==> src/sosr_defs.vh <==
// Bit positions, codes and timing constants of the safety status words
`ifndef SOSR_DEFS_VH
`define SOSR_DEFS_VH

// First status word
`define SOSR_B_NORMAL        0
`define SOSR_B_SELFTEST      1
`define SOSR_B_TORQUE_OFF    2
`define SOSR_B_STOP_A        3
`define SOSR_B_STOP_B        4
`define SOSR_B_SPEED_A       5
`define SOSR_B_SPEED_B       6
`define SOSR_B_RSV_LO        7
`define SOSR_B_RSV_HI        10
`define SOSR_B_INT_FAIL      11
`define SOSR_B_RST_REQ       12
`define SOSR_B_FS_PEND       13
`define SOSR_B_EXT_FAIL      14
`define SOSR_B_SF_PEND       15
`define SOSR_B_GEN_RESET     16
`define SOSR_B_CUST_CONF     17
`define SOSR_B_CUST_ABORT    18
`define SOSR_B_CUST_REQ      19
`define SOSR_B_SPD_SUSP      20
`define SOSR_B_SELFTEST_WARN 21
`define SOSR_B_IN1_WARN      22
`define SOSR_B_IN2_WARN      23
`define SOSR_B_ERR_LO        24
`define SOSR_B_ERR_HI        31

// Second status word
`define SOSR_B2_IN1_LO       0
`define SOSR_B2_IN1_HI       1
`define SOSR_B2_IN2_LO       2
`define SOSR_B2_IN2_HI       3
`define SOSR_B2_BLANK        4

// Input state codes
`define SOSR_IN_INACTIVE     2'h0
`define SOSR_IN_ACTIVE       2'h1
`define SOSR_IN_PENDING      2'h3

// LED colour codes: {red, green}, yellow is both
`define SOSR_LED_OFF         2'h0
`define SOSR_LED_GREEN       2'h1
`define SOSR_LED_RED         2'h2
`define SOSR_LED_YELLOW      2'h3

// Flash half period in ns and in cycles of the 100 MHz clock
`define SOSR_FLASH_HALF_NS   250000000
`define SOSR_CLK_PERIOD_NS   10
`define SOSR_FLASH_HALF_CYC  (`SOSR_FLASH_HALF_NS / `SOSR_CLK_PERIOD_NS)

`define SOSR_ZERO32          32'h0000_0000
`endif

==> src/sosr_led_flash.v <==
// Flash pattern generator that paces the status LED
`include "sosr_defs.vh"
module sosr_led_flash #(
   parameter integer HALF_CYC = `SOSR_FLASH_HALF_CYC
) (
   // Clock and reset
   input  wire clk_sys,
   input  wire sys_rst,
   // Pattern
   output reg  flash_q
);
   reg [31:0] cnt_q;

   always @(posedge clk_sys or posedge sys_rst) begin
      if (sys_rst) begin
         cnt_q   <= 32'h0000_0000;
         flash_q <= 1'b0;
      end else if (cnt_q >= HALF_CYC - 1) begin
         cnt_q   <= 32'h0000_0000;
         flash_q <= ~flash_q;
      end else begin
         cnt_q <= cnt_q + 32'h0000_0001;
      end
   end
endmodule

==> src/sosr_status.v <==
// Safety option status words, fault classification and LED encoding
// Behaviour
// - Bit 0 high in normal operation, low when function, reaction or warning active
// - Bit 1 set while power-up self test runs
// - Bits 2,3,4 follow torque removal, stop a, stop b activity
// - Bits 5,6 high while limited speed a or b active
// - Function flags show active functions only, not configured ones
// - Bits 7 to 10 reserved
// - Bit 11 shows active internal failure
// - Bit 12 shows reset of option required
// - Bit 13 shows pending fail-safe state
// - Bit 14 shows active external failure
// - Bit 15 shows pending safety function
// - Bits 16 to 19 are reset-done and customisation events
// - Bits 20 to 23 are speed suspension, self test and offline warnings
// - Bits 24 to 31 hold the current error code
// - Second word bits 1:0 give input one state: 00, 01, 11 pending
// - Second word bits 3:2 give input two state, same coding
// - Second word bit 4 high in blank initial state
// - Second word bits 5 to 31 reserved
// - Fatal error stops processing, output off, cleared only by power, restart or reconfiguration
// - Alarm turns output off, keeps running, reset by input two, panel, bus, restart
// - LED: green flash, green steady, yellow flash, red flash, red steady
// - External failures clear on reset, internal only on restart or reconfiguration
// - First word readable by any interface and as cyclic data
`include "sosr_defs.vh"
module sosr_status #(
   parameter integer FLASH_HALF_CYC = `SOSR_FLASH_HALF_CYC
) (
   // Clock and reset
   input  wire        clk_sys,
   input  wire        sys_rst,
   // Safety function activity from the monitoring logic
   input  wire        power_up_self_test,
   input  wire        safe_torque_removal,
   input  wire        controlled_stop_variant_a,
   input  wire        controlled_stop_variant_b,
   input  wire        limited_speed_variant_a,
   input  wire        limited_speed_variant_b,
   input  wire        safety_function_pending,
   input  wire        fail_safe_pending,
   input  wire        reset_required,
   // Fault reports, pulses with their error code
   input  wire        internal_fail_set,
   input  wire        external_fail_set,
   input  wire [7:0]  fail_code,
   // Clearing sources
   input  wire        safety_input_two_channel_a_reset,
   input  wire        local_operator_panel_reset,
   input  wire        fieldbus_reset,
   input  wire        restart_cmd,
   input  wire        reconfigure_done,
   // Event and warning pulses
   input  wire        general_reset_done,
   input  wire        cust_confirmed,
   input  wire        cust_aborted,
   input  wire        cust_requested,
   input  wire        speed_monitor_suspended,
   input  wire        self_test_warning,
   input  wire        input_one_offline_test_warning,
   input  wire        input_two_offline_test_warning,
   input  wire        event_ack,
   // Digital input states and configuration
   input  wire        safety_input_one_active,
   input  wire        safety_input_one_pending,
   input  wire        safety_input_two_active,
   input  wire        safety_input_two_pending,
   input  wire        blank_initial_state,
   input  wire        config_validated,
   // Status words, read-only
   output reg  [31:0] safety_status_word,
   output reg  [31:0] safety_input_status_word,
   // Outputs to the drive
   output wire        safety_output,
   output wire        cyclic_run,
   output wire        fatal_error,
   output wire        alarm,
   output wire        led_green,
   output wire        led_red
);
   localparam [2:0] ST_RUN   = 3'h1;
   localparam [2:0] ST_ALARM = 3'h2;
   localparam [2:0] ST_FATAL = 3'h4;

   reg  [2:0] state_q;
   reg  [2:0] state_d;
   reg  [7:0] err_code_q;
   reg  [7:0] events_q;
   reg  [7:0] events_d;
   reg  [4:0] func_hold_q;
   wire       flash;
   wire       ext_reset;
   wire       int_reset;
   wire [4:0] func_now;
   wire [7:0] event_in;
   wire       any_func;
   wire       any_warn;
   reg  [1:0] led_colour;
   reg        led_blink;
   // Next values of the two status words
   reg [31:0] status_d;
   reg [31:0] input_d;
   // Normal operation summary for bit 0
   wire       normal_op;

   // Encodes an input state: pending takes precedence over active
   function [1:0] in_code;
      input act;
      input pend;
      begin
         if (pend)
            in_code = `SOSR_IN_PENDING;
         else if (act)
            in_code = `SOSR_IN_ACTIVE;
         else
            in_code = `SOSR_IN_INACTIVE;
      end
   endfunction

   sosr_led_flash #(
      .HALF_CYC (FLASH_HALF_CYC)
   ) u_flash (
      .clk_sys  (clk_sys),
      .sys_rst  (sys_rst),
      .flash_q  (flash)
   );

   // Any configured external source clears an alarm
   assign ext_reset = safety_input_two_channel_a_reset |
                      local_operator_panel_reset |
                      fieldbus_reset |
                      restart_cmd;
   // Internal failures need a restart or a fresh configuration
   assign int_reset = restart_cmd |
                      reconfigure_done;

   // Fault classification: in the same cycle an internal fault beats any clear, an external fault only an alarm clear
   always @* begin
      state_d = state_q;
      case (state_q)
         ST_RUN: begin
            if (internal_fail_set)
               state_d = ST_FATAL;
            else if (external_fail_set)
               state_d = ST_ALARM;
         end
         ST_ALARM: begin
            if (internal_fail_set)
               state_d = ST_FATAL;
            else if (!external_fail_set && ext_reset)
               state_d = ST_RUN;
         end
         ST_FATAL: begin
            if (!internal_fail_set && int_reset)
               state_d = ST_RUN;
         end
         default: state_d = ST_RUN;
      endcase
   end

   assign fatal_error   = state_q == ST_FATAL;
   assign alarm         = state_q == ST_ALARM;
   assign safety_output = state_q == ST_RUN;
   assign cyclic_run    = !fatal_error;

   assign func_now = {limited_speed_variant_b, limited_speed_variant_a,
                      controlled_stop_variant_b, controlled_stop_variant_a,
                      safe_torque_removal};
   assign event_in = {input_two_offline_test_warning, input_one_offline_test_warning,
                      self_test_warning, speed_monitor_suspended, cust_requested,
                      cust_aborted, cust_confirmed, general_reset_done};

   // Event bits are sticky until acknowledged; a new event wins over the ack
   always @* begin
      if (event_ack)
         events_d = 8'h00;
      else
         events_d = events_q;
      events_d = events_d | event_in;
   end

   assign any_func = |func_hold_q | power_up_self_test;
   // Warning events sit in the upper half of the event field
   assign any_warn = |events_q[`SOSR_B_IN2_WARN - `SOSR_B_GEN_RESET:
                              `SOSR_B_SPD_SUSP - `SOSR_B_GEN_RESET];

   // Any active or pending function, reaction or warning ends normal operation
   assign normal_op = !(any_func | fail_safe_pending | safety_function_pending |
                        any_warn | !safety_output);

   // Fault classification state
   always @(posedge clk_sys or posedge sys_rst) begin
      if (sys_rst) begin
         state_q <= ST_RUN;
      end else begin
         state_q <= state_d;
      end
   end

   // Sticky event and warning bits
   always @(posedge clk_sys or posedge sys_rst) begin
      if (sys_rst) begin
         events_q <= 8'h00;
      end else begin
         events_q <= events_d;
      end
   end

   // A fatal error freezes the last active function for display
   always @(posedge clk_sys or posedge sys_rst) begin
      if (sys_rst) begin
         func_hold_q <= 5'h00;
      end else if (!fatal_error) begin
         func_hold_q <= func_now;
      end
   end

   // Error code of the reported fault, dropped once the option runs again
   always @(posedge clk_sys or posedge sys_rst) begin
      if (sys_rst) begin
         err_code_q <= 8'h00;
      end else if (internal_fail_set | external_fail_set) begin
         err_code_q <= fail_code;
      end else if (state_d == ST_RUN) begin
         err_code_q <= 8'h00;
      end
   end

   // Next value of the first word; reserved positions stay zero
   always @* begin
      status_d = `SOSR_ZERO32;
      status_d[`SOSR_B_NORMAL]        = normal_op;
      status_d[`SOSR_B_SELFTEST]      = power_up_self_test;
      status_d[`SOSR_B_TORQUE_OFF]    = func_hold_q[0];
      status_d[`SOSR_B_STOP_A]        = func_hold_q[1];
      status_d[`SOSR_B_STOP_B]        = func_hold_q[2];
      status_d[`SOSR_B_SPEED_A]       = func_hold_q[3];
      status_d[`SOSR_B_SPEED_B]       = func_hold_q[4];
      status_d[`SOSR_B_INT_FAIL]      = fatal_error;
      status_d[`SOSR_B_RST_REQ]       = reset_required | alarm;
      status_d[`SOSR_B_FS_PEND]       = fail_safe_pending;
      status_d[`SOSR_B_EXT_FAIL]      = alarm;
      status_d[`SOSR_B_SF_PEND]       = safety_function_pending;
      status_d[`SOSR_B_IN2_WARN:`SOSR_B_GEN_RESET] = events_q;
      status_d[`SOSR_B_ERR_HI:`SOSR_B_ERR_LO]      = err_code_q;
   end

   // Next value of the second word
   always @* begin
      input_d = `SOSR_ZERO32;
      input_d[`SOSR_B2_IN1_HI:`SOSR_B2_IN1_LO] =
         in_code(safety_input_one_active, safety_input_one_pending);
      input_d[`SOSR_B2_IN2_HI:`SOSR_B2_IN2_LO] =
         in_code(safety_input_two_active, safety_input_two_pending);
      input_d[`SOSR_B2_BLANK] = blank_initial_state;
   end

   // Both words are registered so every interface reads the same settled value
   always @(posedge clk_sys or posedge sys_rst) begin
      if (sys_rst) begin
         safety_status_word       <= `SOSR_ZERO32;
         safety_input_status_word <= `SOSR_ZERO32;
      end else begin
         safety_status_word       <= status_d;
         safety_input_status_word <= input_d;
      end
   end

   // LED selection, worst condition first
   always @* begin
      if (fatal_error) begin
         led_colour = `SOSR_LED_RED;
         led_blink  = 1'b0;
      end else if (alarm) begin
         led_colour = `SOSR_LED_RED;
         led_blink  = 1'b1;
      end else if (!config_validated) begin
         led_colour = `SOSR_LED_YELLOW;
         led_blink  = 1'b1;
      end else if (safety_input_one_active | safety_input_two_active | any_func) begin
         led_colour = `SOSR_LED_GREEN;
         led_blink  = 1'b0;
      end else begin
         led_colour = `SOSR_LED_GREEN;
         led_blink  = 1'b1;
      end
   end

   // Gates one colour with the flash pattern when that colour blinks
   // Both colours share one pattern, so yellow flashes as a single colour
   function led_drive;
      input colour_on;
      input blink;
      input pattern;
      begin
         led_drive = colour_on & (!blink | pattern);
      end
   endfunction

   assign led_green = led_drive(led_colour[0], led_blink, flash);
   assign led_red   = led_drive(led_colour[1], led_blink, flash);
endmodule

==> config.mk <==
export PLATFORM = sky130hd
export DESIGN_NAME = sosr_status
export DESIGN_NICKNAME = d
export VERILOG_FILES = /design/src/sosr_led_flash.v /design/src/sosr_status.v
export VERILOG_INCLUDE_DIRS = /design/src
export SDC_FILE = /design/constraint.sdc
export NUM_CORES = 1
export LEC_CHECK = 0
export BUFFER_PORTS_ARGS = -buffer_cell sky130_fd_sc_hd__buf_2
export CAP_MARGIN = 25
export CORE_MARGIN = 8
export CORE_UTILIZATION = 53
export CTS_BUF_LIST = sky130_fd_sc_hd__clkbuf_8
export CTS_CLUSTER_SIZE = 40
export DETAILED_ROUTE_END_ITERATION = 8
export PLACE_DENSITY = 0.81
export SLEW_MARGIN = 15
export SYNTH_ARGS = -nofsm -noshare
export SYNTH_HDL_FRONTEND = slang
export SYNTH_SLANG_ARGS = --single-unit
==> constraint.sdc <==
create_clock -name clk_sys -period 2.98 [get_ports clk_sys]
set_input_delay 0.298 -clock clk_sys [delete_from_list [all_inputs] [get_ports clk_sys]]
set_output_delay 0.298 -clock clk_sys [all_outputs]
set_load 0.1 [all_outputs]
==> run summary, run 1 <==
Post-synth EDFFs -> 0
TritonCTS clock tree -> done
Routed wire length per instance -> 14.2 um
Antenna viol nets, final -> 0
Min Tclk post-route -> 2.27 ns
DR iter-0 viols -> 53
Final setup violation count -> 0
Routed wire length -> 6.59 mm
Max_cap viols -> 0
Area share of the largest cell type after synthesis -> 0.624
Clock sink count -> 90
Clock latency on the worst-skew pair -> 0.36 ns
Initial core utilization -> 0.537
Synth area leader -> dfrtp_1
Critical Path AT -> 1.97 ns
Final Max Slew Viols -> 0
Fin crit share -> 0.763
Layout Area Growth over Synthesis -> 16.9%
Largest net degree at the start of global routing -> 55
Initial antenna violation count -> 0
Main flop type after synthesis -> dfrtp_1
Power Density -> 779 nW/um2
Fin nets -> 422
Status -> completed
Crit-path max FO -> 3
Sequential-to-total area share from yosys stat -> 0.631
Crit path launch type -> register
Cells after Synth -> 288
H-tree Lvls -> 3
Final-layout fill cell count -> 525
Grt total ovfl -> 0
TritonCTS Buffers -> 9
Layout cells sized above 1 -> 0.301
Setup tns final -> 0 ns
Crit. End Element -> output port
CP Data Required Time -> 2.68 ns
Worst slew pin tran -> 0.679 ns
Area of the core -> 6640 um2
Syn Area/Cell -> 12.4 um2
Uppermost routed layer -> met4
Post-CTS Setup Inserts -> 0
Vias in the first global route -> 2384
Worst hold path type -> in -> reg
Async SR Flop Fraction -> 1.00
LEAKAGE -> 1.98 nW
Full die area -> 9620 um2
Cell Area, Synth -> 3570 um2
Synth top cells by count -> 89 x dfrtp_1, 37 x nor2_1, 33 x buf_4, 14 x xor2_1, 11 x nand2_1
First-pass DRT Iterations -> 6
Most frequent cell after synthesis -> dfrtp_1
Peak supply drop -> 1130 uV
HPWL Detailed -> 4.85 mm
Synth area leaders -> dfrtp_1 62%, buf_4 6.9%, nor2_1 3.9%
Netlist cell types -> 46
Ant diodes -> 0
Skew final -> 0.0104 ns
I/O Pins -> 111
Via density -> 4.82
WHS -> 0.0387 ns
Post_cts resized -> 0
First-pass GRT wire length -> 11.2 mm
Die W -> 98.1 um
DR WL met2 -> 3.38 mm
Drt drc -> 0
Row Count -> 30
Total power -> 3.25 mW
Metal-1 WL -> 2.79 mm
RD Place Congestion -> 0.800
Die Y -> 98.1 um
Yosys warning total -> 0
WL met3 -> 298 um
CTS root buffer -> clkbuf_8
CTS Buffer Depth -> 2
DR vias -> 2243
RSZ-0062 raised after global routing -> no
Yosys reg bits -> 90
Port bufs -> 79
Fin. Hold Viols -> 0
Relative slew slack -> 0.545
Worst-path clk slew -> 0.09 ns
Total track usage -> 0.145
Fmax -> 440 MHz
Setup CP Type -> reg -> out
-- power by group --
group          switching [mW]  internal [mW]  total (mW)
clock network           0.419          0.386       0.805
logic                   0.883          0.156        1.04
registers              0.0781           1.33        1.41
total                    1.38           1.87        3.25
-- cells in the final DEF (no fill, tap or decap), drive strengths merged --
cell type	synthesis	final
inv	7	9
nand2	11	11
a21oi	3	3
dlygate4sd3	0	1
or2	5	5
a21o	8	8
clkinv	0	2
and2	1	1
nand4	5	5
o31ai	1	1
and3	2	2
o21ai	4	4
conb	1	38
clkinvlp	0	2
dfrtp	89	89
buf	37	81
a31oi	2	2
and3b	1	1
clkbuf	1	9
or3	1	1
ha	1	1
mux2	5	5
xor2	14	14
nor2	38	38
a22o	8	8
nor4	7	7
bufinv	0	1
nor3b	2	2
o21a	1	1
o32ai	1	1
dfstp	1	1
and4	4	4
o211ai	2	2
o31a	1	1
nand2b	3	3
nand3	9	9
xnor2	9	9
nor3	3	3
-- worst paths after layout --
path | startpoint | end | slack (ns) | depth (start not counted)
min in group asynchronous | sys_rst | events_q[5] | 0.45 | 3
max in group asynchronous | sys_rst | state_q[0] | 1.72 | 5
worst max register to register | u_flash.cnt_q[0] | u_flash.flash_q | 1.08 | 6
worst min register to register | events_q[0] | safety_status_word[16] | 0.38 | 0
worst max-delay path | func_hold_q[3] | led_green | 0.71 | 6
worst min-delay path | blank_initial_state | safety_input_status_word[4] | 0.04 | 1
-- flip-flops by register name, summed over array words and instances (netlist names) --
register,flops
func_hold_q,5
safety_input_status_word,5
u_flash.flash_q,1
err_code_q,8
u_flash.cnt_q,32
events_q,8
state_q,3
safety_status_word,28
-- metal layers --
layer | GRT usage | up-vias
li1 | - | 1082
met1 | 0.168 | 1101
met2 | 0.242 | 49
met3 | 0.0469 | 11
met4 | 0.0612 | 0
met5 | 0 | -
-- metrics by stage --
step,worst slack (ns),utilization,instances,instance area [um2]
4_1_cts,0.690,0.624,463,4140
2_1_floorplan,0.0402,-,325,3720
3_3_place_gp,1.10,0.595,447,3950
5_1_grt,0.556,0.628,465,4170
3_5_place_dp,1.08,0.595,447,3950
6_report,0.707,0.628,465,4170
-- final cells by class --
type	instances	area, um2	area share
multi-input combinational	190	1150	0.276
inverter	7	27.5	0.00659
clock buffer	9	124	0.0297
sequential	90	2250	0.540
tap	80	100	0.0240
timing repair buffer	82	445	0.107
clock inverter	7	70.1	0.0168
-- critical path, cell delays in order, from the launching register on --
cell	delay (ns)
dfrtp_1	0.40
nor4_1	0.31
nand2_1	0.11
or3_1	0.31
a21oi_1	0.15
nor2_1	0.05
buf_2	0.29
-- repair_timing --
| action | 4_1_cts | 5_1_grt |
|---|---|---|
| hold buffers | 0 | 1 |
| setup endpoints to repair | 0 | 0 |
| endpoints found under the hold margin | 0 | 21 |
-- kinds of logic after synthesis --
group / Yosys count / share of synthesized area
buffers and inverters: 45 / 0.0869
and+or+nand+nor: 92 / 0.139
adders and majority gates: 1 / 0.00350
muxes: 5 / 0.0158
xor gates and xnor gates: 23 / 0.0564
other: 1 / 0.00105
AOI/OAI and AO/OA: 31 / 0.0662
DFF: 90 / 0.631
Note: power is estimated with default switching activity, not from simulation.
==> run 2, diff against run 1 <==
--- a/config.mk
+++ b/config.mk
@@ -9,11 +9,11 @@
 export BUFFER_PORTS_ARGS = -buffer_cell sky130_fd_sc_hd__buf_2
 export CAP_MARGIN = 25
 export CORE_MARGIN = 8
-export CORE_UTILIZATION = 53
+export CORE_UTILIZATION = 48
 export CTS_BUF_LIST = sky130_fd_sc_hd__clkbuf_8
 export CTS_CLUSTER_SIZE = 40
 export DETAILED_ROUTE_END_ITERATION = 8
-export PLACE_DENSITY = 0.81
+export PLACE_DENSITY = 0.78
 export SLEW_MARGIN = 15
 export SYNTH_ARGS = -nofsm -noshare
 export SYNTH_HDL_FRONTEND = slang
==> constraint.sdc (replaced) <==
create_clock -name clk_sys -period 1.95 [get_ports clk_sys]
set_input_delay 0.195 -clock clk_sys [delete_from_list [all_inputs] [get_ports clk_sys]]
set_output_delay 0.195 -clock clk_sys [all_outputs]
set_load 0.1 [all_outputs]
==> run summary, run 2 (synthesis results as in run 1) <==
Die W -> 102 um
Min Tclk post-route -> 1.99 ns
Commonest non-fill, non-tap cell in the layout -> dfrtp_1
Worst hold path type -> in -> reg
Worst Hold Depth -> 2
Largest net degree at the start of global routing -> 60
Power Density -> 1140 nW/um2
WHS -> 0.0265 ns
Crit path launch type -> register
Area of the multi-input gates -> 1210 um2
Critical Path AT -> 1.80 ns
CP max stage cell -> dfrtp_1
Worst-path clk slew -> 0.09 ns
Final-layout fill cell count -> 588
Via density -> 4.60
DR vias -> 2275
CTS Buffer Depth -> 2
Clock latency on the worst-skew pair -> 0.34 ns
Routed wire length -> 6.84 mm
Layout Area Growth over Synthesis -> 22.8%
HPWL Detailed -> 5.04 mm
Max reg flops -> 32
Peak supply drop -> 1330 uV
Drt drc -> 0
First-pass GRT wire length -> 11.2 mm
RD Place Congestion -> 0.719
Crit path depth -> 6
Antenna viol nets, final -> 0
Fin. Hold Viols -> 0
Biggest register -> u_flash.cnt_q
Initial antenna violation count -> 0
CP Buf/Inv Count -> 1
Failing checks -> negative setup slack
Final setup violation count -> 1
Initial core utilization -> 0.495
Routed wire length per instance -> 13.8 um
Clock sink count -> 90
Area of the core -> 7210 um2
Status -> finished, violations left
I/O Pins -> 111
Ant diodes -> 0
Final Max Slew Viols -> 0
CTS root buffer -> clkbuf_8
Placed cell count -> 469
Die Y -> 102 um
TritonCTS clock tree -> done
Setup CP Type -> reg -> out
CP cell instances -> nor4_2, nand2_1, or3_4, a21oi_4, nor2_2, buf_12
Row Count -> 31
DR iter-0 viols -> 83
Non-Filler Instances -> 495
Fmax -> 502 MHz
Max_cap viols -> 0
R2R Setup Slk -> 0.22 ns
TritonCTS Buffers -> 9
Full die area -> 10500 um2
Vias in the first global route -> 2383
H-tree Lvls -> 3
Dpl cell area -> 4080 um2
Crit. End Element -> output port
Grt total ovfl -> 0
Fin crit share -> 1.02
Crit-path max FO -> 2
Total track usage -> 0.136
Port bufs -> 79
Storage cell area -> 2250 um2
First-pass DRT Iterations -> 4
Most frequent cells in the layout -> 88 x dfrtp_1, 75 x buf_2, 38 x conb_1
Family with the most delay on the worst path -> simple AND/OR/NAND/NOR gates
LEAKAGE -> 2.04 nW
Setup tns final -> -0.0412 ns
FF-to-FF path depth -> 7
Worst path max stage delay -> 0.41 ns
Fin nets -> 433
Largest regs -> u_flash.cnt_q (32), safety_status_word (28)
PnR worst setup slack -> -0.0412 ns
Layout cells sized above 1 -> 0.331
Post-route design area -> 4390 um2
Skew final -> 0.00715 ns
RSZ-0062 raised after global routing -> yes
CP Data Required Time -> 1.75 ns
run 2: changes by cell type in the layout (fill, tap and decap cells not counted), moves of 2 or more:
cell	before	now
dlygate4sd3_1	1	7
buf_4	0	5
buf_2	79	75
clkinvlp_4	2	6
buf_12	2	5
nor2_1	36	33
nor2_2	1	3
run 2: path summary, 6_finish.rpt:
check	from	to
max	func_hold_q[2]	led_green
max in group asynchronous	sys_rst	state_q[0]
max reg2reg	u_flash.cnt_q[0]	u_flash.flash_q
min in group asynchronous	sys_rst	events_q[3]
min	general_reset_done	events_q[0]
min reg2reg	events_q[2]	safety_status_word[18]
run 2: final cells by class:
type,instances,area share
clock inverter,7,0.0106
timing repair buffer,93,0.135
clock buffer,9,0.0282
tap,99,0.0282
inverter,7,0.00770
multi-input combinational,190,0.276
sequential,90,0.514
run 2: worst reg2reg max path, delay by kind of cell (launching register included):
family	cells	cell delay [ns]
buffers and inverters	1	0.17
AOI/OAI and AO/OA	3	0.57
and+or+nand+nor	1	0.15
xor gates and xnor gates	1	0.17
DFF	1	0.39
adders and majority gates	1	0.21
run 2: repair_timing:
| item | CTS | global route |
|---|---|---|
| hold buffers | 7 | 0 |
| buffers inserted | 2 | 1 |
| setup endpoints to repair | 5 | 5 |
| pin swaps | 3 | 1 |
| gates resized for setup | 9 | 2 |
| endpoints found under the hold margin | 95 | 0 |
run 2: through the flow:
step	setup slack, ns	util	power, mW
2_1_floorplan	-0.555	-	3.66
3_3_place_gp	0.143	0.565	3.87
3_5_place_dp	0.140	0.565	3.88
4_1_cts	-0.0726	0.605	5.05
5_1_grt	-0.121	0.608	5.21
6_report	-0.0412	0.608	5.01
run 2: metal layers:
layer | vias to the layer above | share of wire | track usage | wire [um]
met2 | 61 | 0.50 | 0.218 | 3430
met4 | 0 | 0.014 | 0.0553 | 96
met3 | 8 | 0.052 | 0.0368 | 359
met1 | 1106 | 0.43 | 0.169 | 2960
li1 | 1100 | - | - | -
met5 | - | 0 | 0 | 0
run 2: report_power, final:
part | switching (mW) | internal, mW | total (mW)
Clock | 0.636 | 0.458 | 1.09
Sequential | 0.134 | 2.04 | 2.17
Combinational | 1.40 | 0.353 | 1.75
Total | 2.17 | 2.85 | 5.01
==> run 3, diff against run 2 <==
--- a/config.mk
+++ b/config.mk
@@ -11,9 +11,11 @@
 export CORE_MARGIN = 8
 export CORE_UTILIZATION = 48
 export CTS_BUF_LIST = sky130_fd_sc_hd__clkbuf_8
+export CTS_CLUSTER_DIAMETER = 120
 export CTS_CLUSTER_SIZE = 40
 export DETAILED_ROUTE_END_ITERATION = 8
-export PLACE_DENSITY = 0.78
+export PLACE_DENSITY_LB_ADDON = 0.25
+export REMOVE_ABC_BUFFERS = 1
 export SLEW_MARGIN = 15
 export SYNTH_ARGS = -nofsm -noshare
 export SYNTH_HDL_FRONTEND = slang
==> run summary, run 3 (synthesis results as in run 1) <==
Status -> finished, violations left
Failing checks -> negative setup slack
Port bufs -> 79
Grt total ovfl -> 0
Most frequent cells in the layout -> 89 x dfrtp_1, 74 x buf_2, 38 x conb_1
Psw -> 2.15 mW
Skew final -> 0.0109 ns
Crit path launch type -> register
Largest regs -> u_flash.cnt_q (32), safety_status_word (28)
Final Max Slew Viols -> 0
Non-Filler Instances -> 495
HPWL Detailed -> 4.98 mm
TritonCTS Buffers -> 9
Total track usage -> 0.146
Via density -> 4.65
Ant diodes -> 0
Int Pwr -> 3.07 mW
Largest net degree at the start of global routing -> 46
Crit. End Element -> output port
Fin crit share -> 1.05
Antenna viol nets, final -> 0
CP cell instances -> nor4_2, nand2_1, or3_1, a21oi_2, nor2_1, buf_6
TritonCTS clock tree -> done
Min Tclk post-route -> 2.05 ns
Dpl cell area -> 4040 um2
Worst path max stage delay -> 0.40 ns
Final-layout fill cell count -> 633
Worst slew pin tran -> 0.518 ns
Fin. Hold Viols -> 0
Relative slew slack -> 0.655
Layout Area Growth over Synthesis -> 22.3%
R2R Setup Slk -> 0.25 ns
Initial antenna violation count -> 0
RD Place Congestion -> 0.757
CTS root buffer -> clkbuf_8
Fin nets -> 434
Worst hold path type -> in -> reg
First-pass GRT wire length -> 12.0 mm
Setup CP Type -> reg -> out
Max_cap viols -> 0
I/O Pins -> 111
Post-route design area -> 4370 um2
Power Density -> 1200 nW/um2
Family with the most delay on the worst path -> simple AND/OR/NAND/NOR gates
H-tree Lvls -> 3
LEAKAGE -> 2.05 nW
Logic pwr share -> 0.326
Clock share of power -> 0.261
CP max stage cell -> dfrtp_1
Layout cells sized above 1 -> 0.313
Die Y -> 102 um
Clock latency on the worst-skew pair -> 0.35 ns
Biggest register -> u_flash.cnt_q
Fmax -> 487 MHz
First-pass DRT Iterations -> 4
Vias in the first global route -> 2594
Placed cell count -> 470
Sw Share -> 0.412
PnR worst setup slack -> -0.102 ns
DR iter-0 viols -> 49
RSZ-0062 raised after global routing -> yes
Setup tns final -> -0.102 ns
Initial core utilization -> 0.495
Reg power frac -> 0.413
Crit-path max FO -> 3
CP Buf/Inv Count -> 1
CP Data Required Time -> 1.75 ns
Worst-path clk slew -> 0.09 ns
CTS Buffer Depth -> 2
Critical Path AT -> 1.86 ns
Routed wire length -> 7.13 mm
Commonest non-fill, non-tap cell in the layout -> dfrtp_1
Full die area -> 10500 um2
Max reg flops -> 32
Clock sink count -> 90
Routed wire length per instance -> 14.4 um
Row Count -> 31
Area of the core -> 7210 um2
DR vias -> 2303
Drt drc -> 0
Peak supply drop -> 1290 uV
Die W -> 102 um
Final setup violation count -> 1
-- run 3: changes by cell type in the layout (fill, tap and decap cells not counted), moves of 2 or more --
| cell | before | now |
|---|---|---|
| nor2_4 | 2 | 0 |
| nor2_2 | 3 | 1 |
| nor2_1 | 33 | 37 |
| buf_4 | 5 | 7 |
| clkinvlp_4 | 6 | 3 |
| bufinv_16 | 0 | 2 |
-- run 3: final cells by class --
type / instances / area (um2) / area share
clock buffers: 9 / 124 / 0.0284
clock inverters: 6 / 91.3 / 0.0209
repair buffers: 94 / 592 / 0.135
flip-flops and latches: 90 / 2250 / 0.516
multi-input cells: 190 / 1160 / 0.265
inverters: 7 / 27.5 / 0.00630
well taps: 99 / 124 / 0.0284
-- run 3: power by group through the flow --
stage	registers [mW]	logic, mW	clock network, mW
finish	2.16	1.70	1.36
global placement	2.17	1.65	0
CTS	2.15	1.69	1.40
floorplan	2.69	0.822	0
detailed placement	2.18	1.65	0
global route	2.18	1.77	1.47
-- run 3: worst paths after layout --
check | cells after the start | startpoint | endpoint
max | 6 | func_hold_q[2] | led_green
min | 2 | cust_requested | events_q[3]
max reg2reg | 6 | u_flash.cnt_q[0] | u_flash.cnt_q[14]
min reg2reg | 0 | events_q[0] | safety_status_word[16]
max in group asynchronous | 4 | sys_rst | state_q[0]
min in group asynchronous | 3 | sys_rst | safety_input_status_word[4]
-- run 3: per-layer routing --
| layer | vias to the layer above | GRT usage | wire [um] |
|---|---|---|---|
| met5 | - | 0 | 0 |
| met4 | 0 | 0.0711 | 192 |
| met3 | 17 | 0.0613 | 584 |
| met2 | 71 | 0.236 | 3520 |
| met1 | 1115 | 0.163 | 2830 |
| li1 | 1100 | - | - |
-- run 3: through the flow --
| step | util | setup WS, ns | power [mW] | hold slack, ns |
|---|---|---|---|---|
| 5_1_grt | 0.605 | -0.171 | 5.42 | 0.00792 |
| 6_report | 0.605 | -0.102 | 5.22 | 0.0177 |
| 2_1_floorplan | - | -2.33 | 3.51 | 0.226 |
| 3_3_place_gp | 0.560 | 0.225 | 3.82 | 0.243 |
| 4_1_cts | 0.603 | -0.0696 | 5.24 | 0.00643 |
| 3_5_place_dp | 0.560 | 0.155 | 3.83 | 0.246 |
-- run 3: what timing repair did --
item                                    4_1_cts  5_1_grt
gates resized for setup                       3        4
endpoints found under the hold margin        34        0
pin swaps                                     3        1
hold buffers                                  7        0
setup buffers                                 2        1
endpoints found under the setup margin        1        3
